File: config.mk
export PLATFORM = sky130hd
export DESIGN_NAME = stf_framer
export DESIGN_NICKNAME = d
export VERILOG_FILES = /design/src/stf_pkg.sv /design/src/stf_framer.sv
export SDC_FILE = /design/constraint.sdc
export NUM_CORES = 1
export LEC_CHECK = 0
export BUFFER_PORTS_ARGS = -buffer_cell sky130_fd_sc_hd__clkbuf_2
export CAP_MARGIN = 0
export CORE_UTILIZATION = 60
export DETAILED_ROUTE_END_ITERATION = 8
export PLACE_DENSITY_LB_ADDON = 0.12
export SLEW_MARGIN = 15
export SYNTH_ARGS = -nofsm -noshare
export SYNTH_HDL_FRONTEND = slang
export SYNTH_SLANG_ARGS = --single-unit
export TNS_END_PERCENT = 20
File: constraint.sdc
create_clock -name ref_clk_i -period 4.89 [get_ports ref_clk_i]
set_clock_uncertainty 0.2 [all_clocks]
set_input_delay 0.2445 -clock ref_clk_i [delete_from_list [all_inputs] [get_ports ref_clk_i]]
set_output_delay 0.2445 -clock ref_clk_i [all_outputs]
set_load 0.02 [all_outputs]
File: src/stf_pkg.sv
// Purpose: constants for the serial transmit framer
// Assumes: 25 MHz reference clock, 10 Mb/s line rate
package stf_pkg;
	localparam int unsigned REF_CLK_KHZ  = 25000;
	localparam int unsigned BIT_CLK_KHZ  = 10000;
	localparam int unsigned GAP_PULSE_NS = 3200;
	localparam int unsigned GAP_PULSE_CYC = (GAP_PULSE_NS * REF_CLK_KHZ) / 1000000;
	localparam int unsigned CS_HOLD_NS   = 300;
	localparam int unsigned CS_HOLD_CYC  = (CS_HOLD_NS * REF_CLK_KHZ + 999999) / 1000000;
	localparam logic [7:0]  START_PORT   = 8'h00;
	localparam logic [1:0]  GAP_PULSES   = 2'h3;
	localparam logic [6:0]  PRE_DONE_BIT = 7'h38;
	localparam logic [6:0]  PRE_ONES_BIT = 7'h3e;
	localparam logic [6:0]  PRE_LAST_BIT = 7'h40;
	localparam logic [1:0]  EOP_TO_FCS   = 2'h1;
	localparam logic [1:0]  FCS_EDGES    = 2'h3;
	localparam logic [31:0] CRC_POLY     = 32'hedb88320;
	localparam logic [31:0] CRC_PRESET   = 32'hffffffff;
	localparam logic [11:0] SYNC_RST     = 12'h600;
	typedef enum logic [1:0] {SEL_PRE = 2'h0, SEL_DATA = 2'h1, SEL_ZERO = 2'h2, SEL_FCS = 2'h3} stf_sel_t;
	typedef enum {ST_IDLE, ST_PRE, ST_DATA, ST_FCS} stf_state_t;
endpackage
File: src/stf_framer.sv
// Purpose: transmit start-up, preamble, data serialiser and check-sequence framing
// Assumes: dma and line pins asynchronous to ref_clk_i, host port on the same clock; bit rate made by fractional tick
// Notes: bit ticks jitter by one reference cycle, average is exact
`timescale 1ns/1ns
module stf_framer
(
	// clock and reset
	input  wire logic             ref_clk_i,
	input  wire logic             reset_n_i,
	// host port write, same clock
	input  wire logic             io_wr_i,
	input  wire logic [7:0]       io_addr_i,
	// dma side pins
	input  wire logic             end_of_process_n_i,
	input  wire logic             mem_read_strobe_n_i,
	input  wire logic             handshake_clock_i,
	input  wire logic [7:0]       dma_data_i,
	// line receive pin for carrier
	input  wire logic             rx_line_i,
	// dma handshake outputs
	output logic                  transmit_request_o,
	output logic                  byte_ready_o,
	output logic                  byte_transfer_n_o,
	output logic                  transmit_done_n_o,
	output logic                  transmit_start_cmd_o,
	// serial side
	output logic                  byte_clk_o,
	output logic                  byte_clk_n_o,
	output logic                  tx_data_o,
	output stf_pkg::stf_sel_t     tx_sel_o,
	output logic                  crc_preset_n_o,
	output logic                  line_enable_o,
	output logic                  line_status_o,
	output logic                  carrier_sense_o
);
	import stf_pkg::*;

	logic [11:0] sync1_r;
	logic [11:0] sync2_r;
	logic [11:0] sync3_r;
	logic [14:0] acc_r;
	logic [14:0] acc_sum;
	logic        tick;
	logic [2:0]  bph_r;
	logic        inv_edge;
	logic        byte_edge;
	logic [3:0]  cs_cnt_r;
	logic        rx_toggle;
	logic        cs;
	logic [6:0]  gdiv_r;
	logic [1:0]  gap_cnt_r;
	logic        gap_ok;
	logic        gap_pulse;
	logic        start_cmd_r;
	logic        start_wr;
	stf_state_t  st_r;
	stf_state_t  st_nxt;
	logic [6:0]  fbit_r;
	logic [6:0]  pre_idx;
	logic        pre_done_r;
	logic        preset_r;
	logic        load_pulse;
	logic        xfer_pulse;
	logic        xfer_n_r;
	logic        xfer_pend_r;
	logic        rdy_r;
	logic        strobe_rise;
	logic        hs_rise;
	logic [7:0]  hold_r;
	logic [7:0]  shift_r;
	logic        load_now;
	logic        data_bit;
	logic        pre_bit;
	logic [31:0] crc_r;
	logic [31:0] crc_step;
	logic        eop_seen_r;
	logic [1:0]  eop_cnt_r;
	logic [1:0]  fcs_cnt_r;
	logic        done_n_r;
	logic        line_en_r;
	logic        out_r;
	stf_sel_t    sel_r;
	stf_sel_t    sel_nxt;
	logic        out_nxt;
	logic        eop_low;

	// pins: two flops, third only for edge detection off the second
	always_ff @(posedge ref_clk_i or negedge reset_n_i)
	begin
		if (!reset_n_i)
		begin
			sync1_r <= SYNC_RST;
			sync2_r <= SYNC_RST;
			sync3_r <= SYNC_RST;
		end
		else
		begin
			sync1_r <= {rx_line_i, end_of_process_n_i, mem_read_strobe_n_i, handshake_clock_i, dma_data_i};
			sync2_r <= sync1_r;
			sync3_r <= sync2_r;
		end
	end

	assign rx_toggle   = sync2_r[11] ^ sync3_r[11];
	assign eop_low     = !sync2_r[10];
	assign strobe_rise = sync2_r[9] && !sync3_r[9];
	assign hs_rise     = sync2_r[8] && !sync3_r[8];

	// fractional bit tick, 10 MHz average
	assign acc_sum   = acc_r + 15'(BIT_CLK_KHZ);
	assign tick      = acc_sum >= 15'(REF_CLK_KHZ);
	assign inv_edge  = tick && (bph_r == 3'h7);
	assign byte_edge = tick && (bph_r == 3'h3);

	always_ff @(posedge ref_clk_i or negedge reset_n_i)
	begin
		if (!reset_n_i)
		begin
			acc_r <= 15'h0;
			bph_r <= 3'h0;
		end
		else
		begin
			acc_r <= tick ? acc_sum - 15'(REF_CLK_KHZ) : acc_sum;
			bph_r <= tick ? bph_r + 3'h1 : bph_r;
		end
	end

	assign byte_clk_o   = bph_r[2];
	assign byte_clk_n_o = !bph_r[2];

	// carrier one-shot, retriggered per transition
	assign cs = cs_cnt_r != 4'h0;
	always_ff @(posedge ref_clk_i or negedge reset_n_i)
	begin
		if (!reset_n_i)
			cs_cnt_r <= 4'h0;
		else if (rx_toggle)
			cs_cnt_r <= 4'(CS_HOLD_CYC);
		else if (cs)
			cs_cnt_r <= cs_cnt_r - 4'h1;
	end

	// gap timer, cleared during carrier
	assign gap_pulse = gdiv_r == 7'(GAP_PULSE_CYC - 1);
	assign gap_ok    = gap_cnt_r == GAP_PULSES;
	always_ff @(posedge ref_clk_i or negedge reset_n_i)
	begin
		if (!reset_n_i)
		begin
			gdiv_r    <= 7'h0;
			gap_cnt_r <= 2'h0;
		end
		else
		begin
			gdiv_r <= (gap_pulse || cs) ? 7'h0 : gdiv_r + 7'h1;
			if (cs)
				gap_cnt_r <= 2'h0;
			else if (gap_pulse && !gap_ok)
				gap_cnt_r <= gap_cnt_r + 2'h1;
		end
	end

	// start command; a write in the done cycle still sets it
	assign start_wr = io_wr_i && (io_addr_i == START_PORT);
	always_ff @(posedge ref_clk_i or negedge reset_n_i)
	begin
		if (!reset_n_i)
			start_cmd_r <= 1'b0;
		else if (start_wr)
			start_cmd_r <= 1'b1;
		else if (!done_n_r)
			start_cmd_r <= 1'b0;
	end

	// framing sequencer
	always_comb
	begin
		st_nxt = st_r;
		case (st_r)
			ST_IDLE:
				if (inv_edge && start_cmd_r && gap_ok)
					st_nxt = ST_PRE;
			ST_PRE:
				if (inv_edge && fbit_r == PRE_LAST_BIT - 7'h1)
					st_nxt = ST_DATA;
			ST_DATA:
				if (inv_edge && eop_seen_r && eop_cnt_r == EOP_TO_FCS)
					st_nxt = ST_FCS;
			ST_FCS:
				if (inv_edge && fcs_cnt_r == FCS_EDGES)
					st_nxt = ST_IDLE;
			default:
				st_nxt = ST_IDLE;
		endcase
	end

	assign load_pulse = byte_edge && (st_r == ST_PRE) && pre_done_r;
	assign xfer_pulse = load_pulse || (byte_edge && st_r == ST_DATA && !eop_seen_r);
	assign load_now   = inv_edge && (st_nxt == ST_DATA);
	assign data_bit   = load_now ? hold_r[0] : shift_r[0];
	// index of the bit going out at this tick; fbit_r holds the previous one
	assign pre_idx    = (st_r == ST_PRE) ? fbit_r + 7'h1 : 7'h0;
	assign pre_bit    = (preset_r && pre_idx >= PRE_ONES_BIT) ? 1'b1 : !pre_idx[0];
	assign crc_step   = (crc_r >> 1) ^ ((crc_r[0] ^ data_bit) ? CRC_POLY : 32'h0);

	// selector; idle falls back to the zero input
	always_comb
	begin
		case (st_nxt)
			ST_PRE:  sel_nxt = SEL_PRE;
			ST_DATA: sel_nxt = SEL_DATA;
			ST_FCS:  sel_nxt = SEL_FCS;
			default: sel_nxt = SEL_ZERO;
		endcase
		case (sel_nxt)
			SEL_PRE:  out_nxt = pre_bit;
			SEL_DATA: out_nxt = data_bit;
			SEL_FCS:  out_nxt = !crc_r[0];
			default:  out_nxt = 1'b0;
		endcase
	end

	always_ff @(posedge ref_clk_i or negedge reset_n_i)
	begin
		if (!reset_n_i)
		begin
			st_r       <= ST_IDLE;
			fbit_r     <= 7'h0;
			pre_done_r <= 1'b0;
			preset_r   <= 1'b0;
			sel_r      <= SEL_ZERO;
			out_r      <= 1'b0;
			shift_r    <= 8'h0;
			crc_r      <= CRC_PRESET;
			line_en_r  <= 1'b0;
		end
		else
		begin
			st_r <= st_nxt;
			if (tick)
			begin
				sel_r     <= sel_nxt;
				out_r     <= out_nxt;
				line_en_r <= st_nxt != ST_IDLE;
				fbit_r    <= (st_nxt == ST_PRE) ? pre_idx : 7'h0;
				shift_r   <= load_now ? {1'b0, hold_r[7:1]} : {1'b0, shift_r[7:1]};
				if (st_nxt == ST_DATA)
					crc_r <= crc_step;
				else if (st_nxt == ST_FCS)
					crc_r <= {1'b1, crc_r[31:1]};
				else
					crc_r <= CRC_PRESET;
			end
			if (st_r != ST_PRE)
				pre_done_r <= 1'b0;
			else if (tick && fbit_r == PRE_DONE_BIT - 7'h1)
				pre_done_r <= 1'b1;
			if (st_r != ST_PRE)
				preset_r <= 1'b0;
			else if (load_pulse)
				preset_r <= 1'b1;
		end
	end

	// end of process and shutdown counting on inverted byte clock
	always_ff @(posedge ref_clk_i or negedge reset_n_i)
	begin
		if (!reset_n_i)
		begin
			eop_seen_r <= 1'b0;
			eop_cnt_r  <= 2'h0;
			fcs_cnt_r  <= 2'h0;
			done_n_r   <= 1'b1;
		end
		else
		begin
			done_n_r <= !(st_r == ST_FCS && st_nxt == ST_IDLE);
			if (st_r == ST_IDLE)
			begin
				eop_seen_r <= 1'b0;
				eop_cnt_r  <= 2'h0;
			end
			else
			begin
				if (eop_low)
					eop_seen_r <= 1'b1;
				if (inv_edge && eop_seen_r && st_r == ST_DATA)
					eop_cnt_r <= eop_cnt_r + 2'h1;
			end
			if (st_r != ST_FCS)
				fcs_cnt_r <= 2'h0;
			else if (inv_edge)
				fcs_cnt_r <= fcs_cnt_r + 2'h1;
		end
	end

	// byte ready handshake; a transfer in the strobe cycle is not lost
	always_ff @(posedge ref_clk_i or negedge reset_n_i)
	begin
		if (!reset_n_i)
		begin
			xfer_n_r    <= 1'b1;
			xfer_pend_r <= 1'b0;
			rdy_r       <= 1'b0;
			hold_r      <= 8'h0;
		end
		else
		begin
			xfer_n_r <= !xfer_pulse;
			if (xfer_pulse)
				xfer_pend_r <= 1'b1;
			else if (strobe_rise)
				xfer_pend_r <= 1'b0;
			if (hs_rise)
				rdy_r <= xfer_pend_r;
			if (strobe_rise && rdy_r)
				hold_r <= sync2_r[7:0];
		end
	end

	assign transmit_request_o   = st_r != ST_IDLE;
	assign byte_ready_o         = rdy_r;
	assign byte_transfer_n_o    = xfer_n_r;
	assign transmit_done_n_o    = done_n_r;
	assign transmit_start_cmd_o = start_cmd_r;
	assign tx_data_o            = out_r;
	assign tx_sel_o             = sel_r;
	assign crc_preset_n_o       = sel_r == SEL_DATA || sel_r == SEL_FCS;
	assign line_enable_o        = line_en_r;
	assign line_status_o        = line_en_r;
	assign carrier_sense_o      = cs;

	gap_clear_a: assert property (@(posedge ref_clk_i) disable iff (!reset_n_i) cs |=> gap_cnt_r == 2'h0)
		else $error("gap count not held clear during carrier");
	start_cond_a: assert property (@(posedge ref_clk_i) disable iff (!reset_n_i)
		$rose(transmit_request_o) |-> $past(gap_ok) && $past(start_cmd_r) && $past(inv_edge))
		else $error("request set without start, gap or inverted edge");
	line_follow_a: assert property (@(posedge ref_clk_i) disable iff (!reset_n_i)
		$rose(transmit_request_o) |-> ##[0:6] line_enable_o && line_status_o)
		else $error("line enable late");
	byte_comp_a: assert property (@(posedge ref_clk_i) disable iff (!reset_n_i) byte_clk_o != byte_clk_n_o)
		else $error("byte clocks not complementary");
	zero_sel_a: assert property (@(posedge ref_clk_i) disable iff (!reset_n_i) tx_sel_o == SEL_ZERO |-> !tx_data_o)
		else $error("shutdown input not zero");
	pre_count_a: assert property (@(posedge ref_clk_i) disable iff (!reset_n_i) $rose(pre_done_r) |-> fbit_r == PRE_DONE_BIT)
		else $error("preamble count wrong");
	xfer_pulse_a: assert property (@(posedge ref_clk_i) disable iff (!reset_n_i)
		$fell(byte_transfer_n_o) |=> byte_transfer_n_o)
		else $error("transfer pulse longer than one cycle");
	ready_drop_a: assert property (@(posedge ref_clk_i) disable iff (!reset_n_i)
		strobe_rise && !xfer_pulse ##1 hs_rise |=> !byte_ready_o)
		else $error("byte ready not dropped after strobe");
	done_clear_a: assert property (@(posedge ref_clk_i) disable iff (!reset_n_i)
		!transmit_done_n_o && !start_wr |=> !transmit_start_cmd_o)
		else $error("done did not clear start");
	shut_count_a: assert property (@(posedge ref_clk_i) disable iff (!reset_n_i)
		st_r == ST_FCS && st_nxt == ST_IDLE |-> fcs_cnt_r == FCS_EDGES && inv_edge)
		else $error("shutdown not on fourth edge");
	frame_start_c: cover property (@(posedge ref_clk_i) disable iff (!reset_n_i) $rose(transmit_request_o));
	data_phase_c: cover property (@(posedge ref_clk_i) disable iff (!reset_n_i) $rose(tx_sel_o == SEL_DATA));
	frame_done_c: cover property (@(posedge ref_clk_i) disable iff (!reset_n_i) $fell(transmit_done_n_o));
endmodule

==> out/metrics.cfg <==
[logic_synthesis]
synth_area_per_cell_um2 = 11.4
synth_seq_cells = 157
postSynthCellCount = 585
synth_commonest_cells = 117 x dfrtp_1, 92 x nor2_1, 40 x dfstp_2, 37 x nand2_1, 23 x nor3_1
yosysMostFrequentCell = dfrtp_1
synth_flop_cell = dfrtp_1
ys_types = 69
synth-edff-count = 0
synth_top_area_share_pct = 43.8
synth_area_leaders = dfrtp_1 44%, dfstp_2 16%, nor2_1 5.2%
async_flop_share_pct = 100
synth_top_cell_by_area = dfrtp_1
ys_warn_count = 0
ys_seq_area_share_pct = 59.6
syn_area_um2 = 6680

[grt]
grt-ovfl-total = 0
grt_max_degree = 118
grt_antenna_before_repair = 0
grt_util_all_layers_pct = 23.6
grt_pass1_vias = 4330
grt_pass1_wl_um = 20700

[floorplan]
die_width_um = 108
initial_utilization_pct = 61.6
rows = 38
io_pins = 37
die_h_um = 108
design.die.area_um2 = 11600
coreArea_um2 = 10800

[power_and_ir_drop]
peakVddDrop_v = 0.000377
power_density_nw_per_um2 = 354
power.leakage_nw = 3.30

[layout]
fin_cells = 817
antenna_cells = 0
final_area_um2 = 7780
nets = 702
drive_above_1_share_pct = 21.9
area_delta_synth_final_pct = 16.4

[sta]
hold_viol = 0
rsz0062_at_grt = no
worst_slew_margin_rel_pct = 32.2
layout_setup_ws_ns = 0.958
tns_ns = 0
period_share_pct = 80.4
fmax_ghz = 0.254
slew_viol_final = 0
hold_ws_ns = 0.149
setup_viol = 0
worst_slew_pin_slew_ns = 1.02
fin_crit_ns = 3.93

[critical_path]
crit_path_start_kind = flop
crit_required_ns = 5.12
critical_path_class = reg2reg
crit_arrival_ns = 4.16
worstSetupEndpointType = flop
worstPathMaxFanout = 22

[clock_network]
cts_buffers = 17
cts.htree.levels = 4
cts_tree = yes
clockBufferDepth = 2
clk_pin_slew_ns = 0.07
clk_latency_ns = 0.53
cts_sinks = 157
root_buffer = clkbuf_8

[routing]
drt_iter0_drc = 271
viasPerCell = 5.47
vias = 4473
first_pass_iters = 5
wirelength_um = 12100
drc = 0
antenna_left = 0
wl_per_cell_um = 14.8

[job]
maxCapViolCount = 0

[place]
dp.cells = 770
gp_congestion = 0.775
place_ws_ns = 1.03
hpwl_um = 7540
dpl-instance-area_um2 = 7060
portBuffers = 36

[outcome]
status = finished, final reports clean

[hold_path]
hold_path_class = reg2reg

==> metrics by stage <==
stage	total power, mW	utilization, %
3_5_place_dp	1.52	65.1
4_1_cts	2.78	71.7
2_1_floorplan	1.46	-
3_3_place_gp	1.51	65.1
6_report	2.75	71.7
5_1_grt	2.85	71.7
==> layout by cell type, fill, tap and decap left out, drive strengths merged, types with 14 or more instances in the layout <==
cell type / n
o21ai: 25
xnor2: 19
nand3: 14
a31oi: 14
nor3: 25
nor2: 94
inv: 21
clkbuf: 54
a21oi: 15
dlygate4sd3: 15
a211oi: 23
dfstp: 40
dfrtp: 117
conb: 30
nand2: 37
ha: 15
==> registers in the layout (all words and copies together), names as in the netlist, 2 cells and up <==
register	count
crc_r	32
st_r	32
acc_r	12
sync1_r	12
sync2_r	12
hold_r	8
fbit_r	7
gdiv_r	7
shift_r	7
cs_cnt_r	4
bph_r	3
sync3_r	3
eop_cnt_r	2
fcs_cnt_r	2
gap_cnt_r	2
tx_sel_o	2
==> repair_timing <==
| action | CTS | global route |
|---|---|---|
| hold buffers | 15 | 0 |
| hold endpoints to repair | 92 | 0 |
| setup buffers | 0 | 0 |
| resized for setup | 0 | 0 |
==> layer usage <==
layer / GRT usage, % / up-vias / wire, um
li1: - / 2183 / -
met1: 32.3 / 2192 / 5810
met2: 37.0 / 86 / 5830
met3: 5.69 / 12 / 389
met4: 8.32 / 0 / 80
met5: 0 / - / 0
==> power breakdown <==
part	switching, mW	leakage (nW)	internal [mW]
combinational	0.0841	1.15	0.0530
sequential	0.0217	1.88	1.35
clock	0.534	0.274	0.712
==> cells by family (layout without fill, tap and decap cells) <==
family                     after synthesis  after routing  share of synthesized area (%)
buffers and inverters                   40            103                           2.77
adders and majority gates               15             15                           2.81
other                                    1             30                         0.0561
and+or+nand+nor                        218            218                           15.8
xor gates and xnor gates                31             31                           4.46
muxes                                   16             16                           2.87
AOI/OAI and AO/OA                      107            107                           11.7
DFF                                    157            157                           59.6
==> area by class of cell <==
cell class	count	area, um2
Clock buffer	19	442
Timing Repair Buffer	56	374
Multi-Input combinational cell	417	2620
Fill cell	766	3060
Sequential cell	157	3980
Clock inverter	13	126
Tap cell	140	175
Inverter	15	56.3
==> worst paths after layout <==
kind                            startpoint                end  slack (ns)  cells past startpoint
worst max register to register    acc_r[4]          crc_r[29]        0.96                      9
min in group asynchronous        reset_n_i           acc_r[8]        0.24                      2
max in group asynchronous        reset_n_i  transmit_done_n_o        3.16                      3
worst min register to register  sync1_r[5]         sync2_r[5]        0.15                      0
worst max-delay path              acc_r[4]          crc_r[29]        0.96                      9
worst min-delay path            sync1_r[5]         sync2_r[5]        0.15                      0
==> critical path, cell delays in order, from the launching register on <==
cell       delay, ns
dfrtp_1         0.49
inv_1           0.10
ha_1            0.34
o21ai_0         0.37
a2bb2oi_1       0.46
o22a_2          0.50
a41oi_4         0.24
o21ai_1         0.70
a211oi_1        0.12
a211oi_1        0.30
Power figures use the tool's default switching activity.
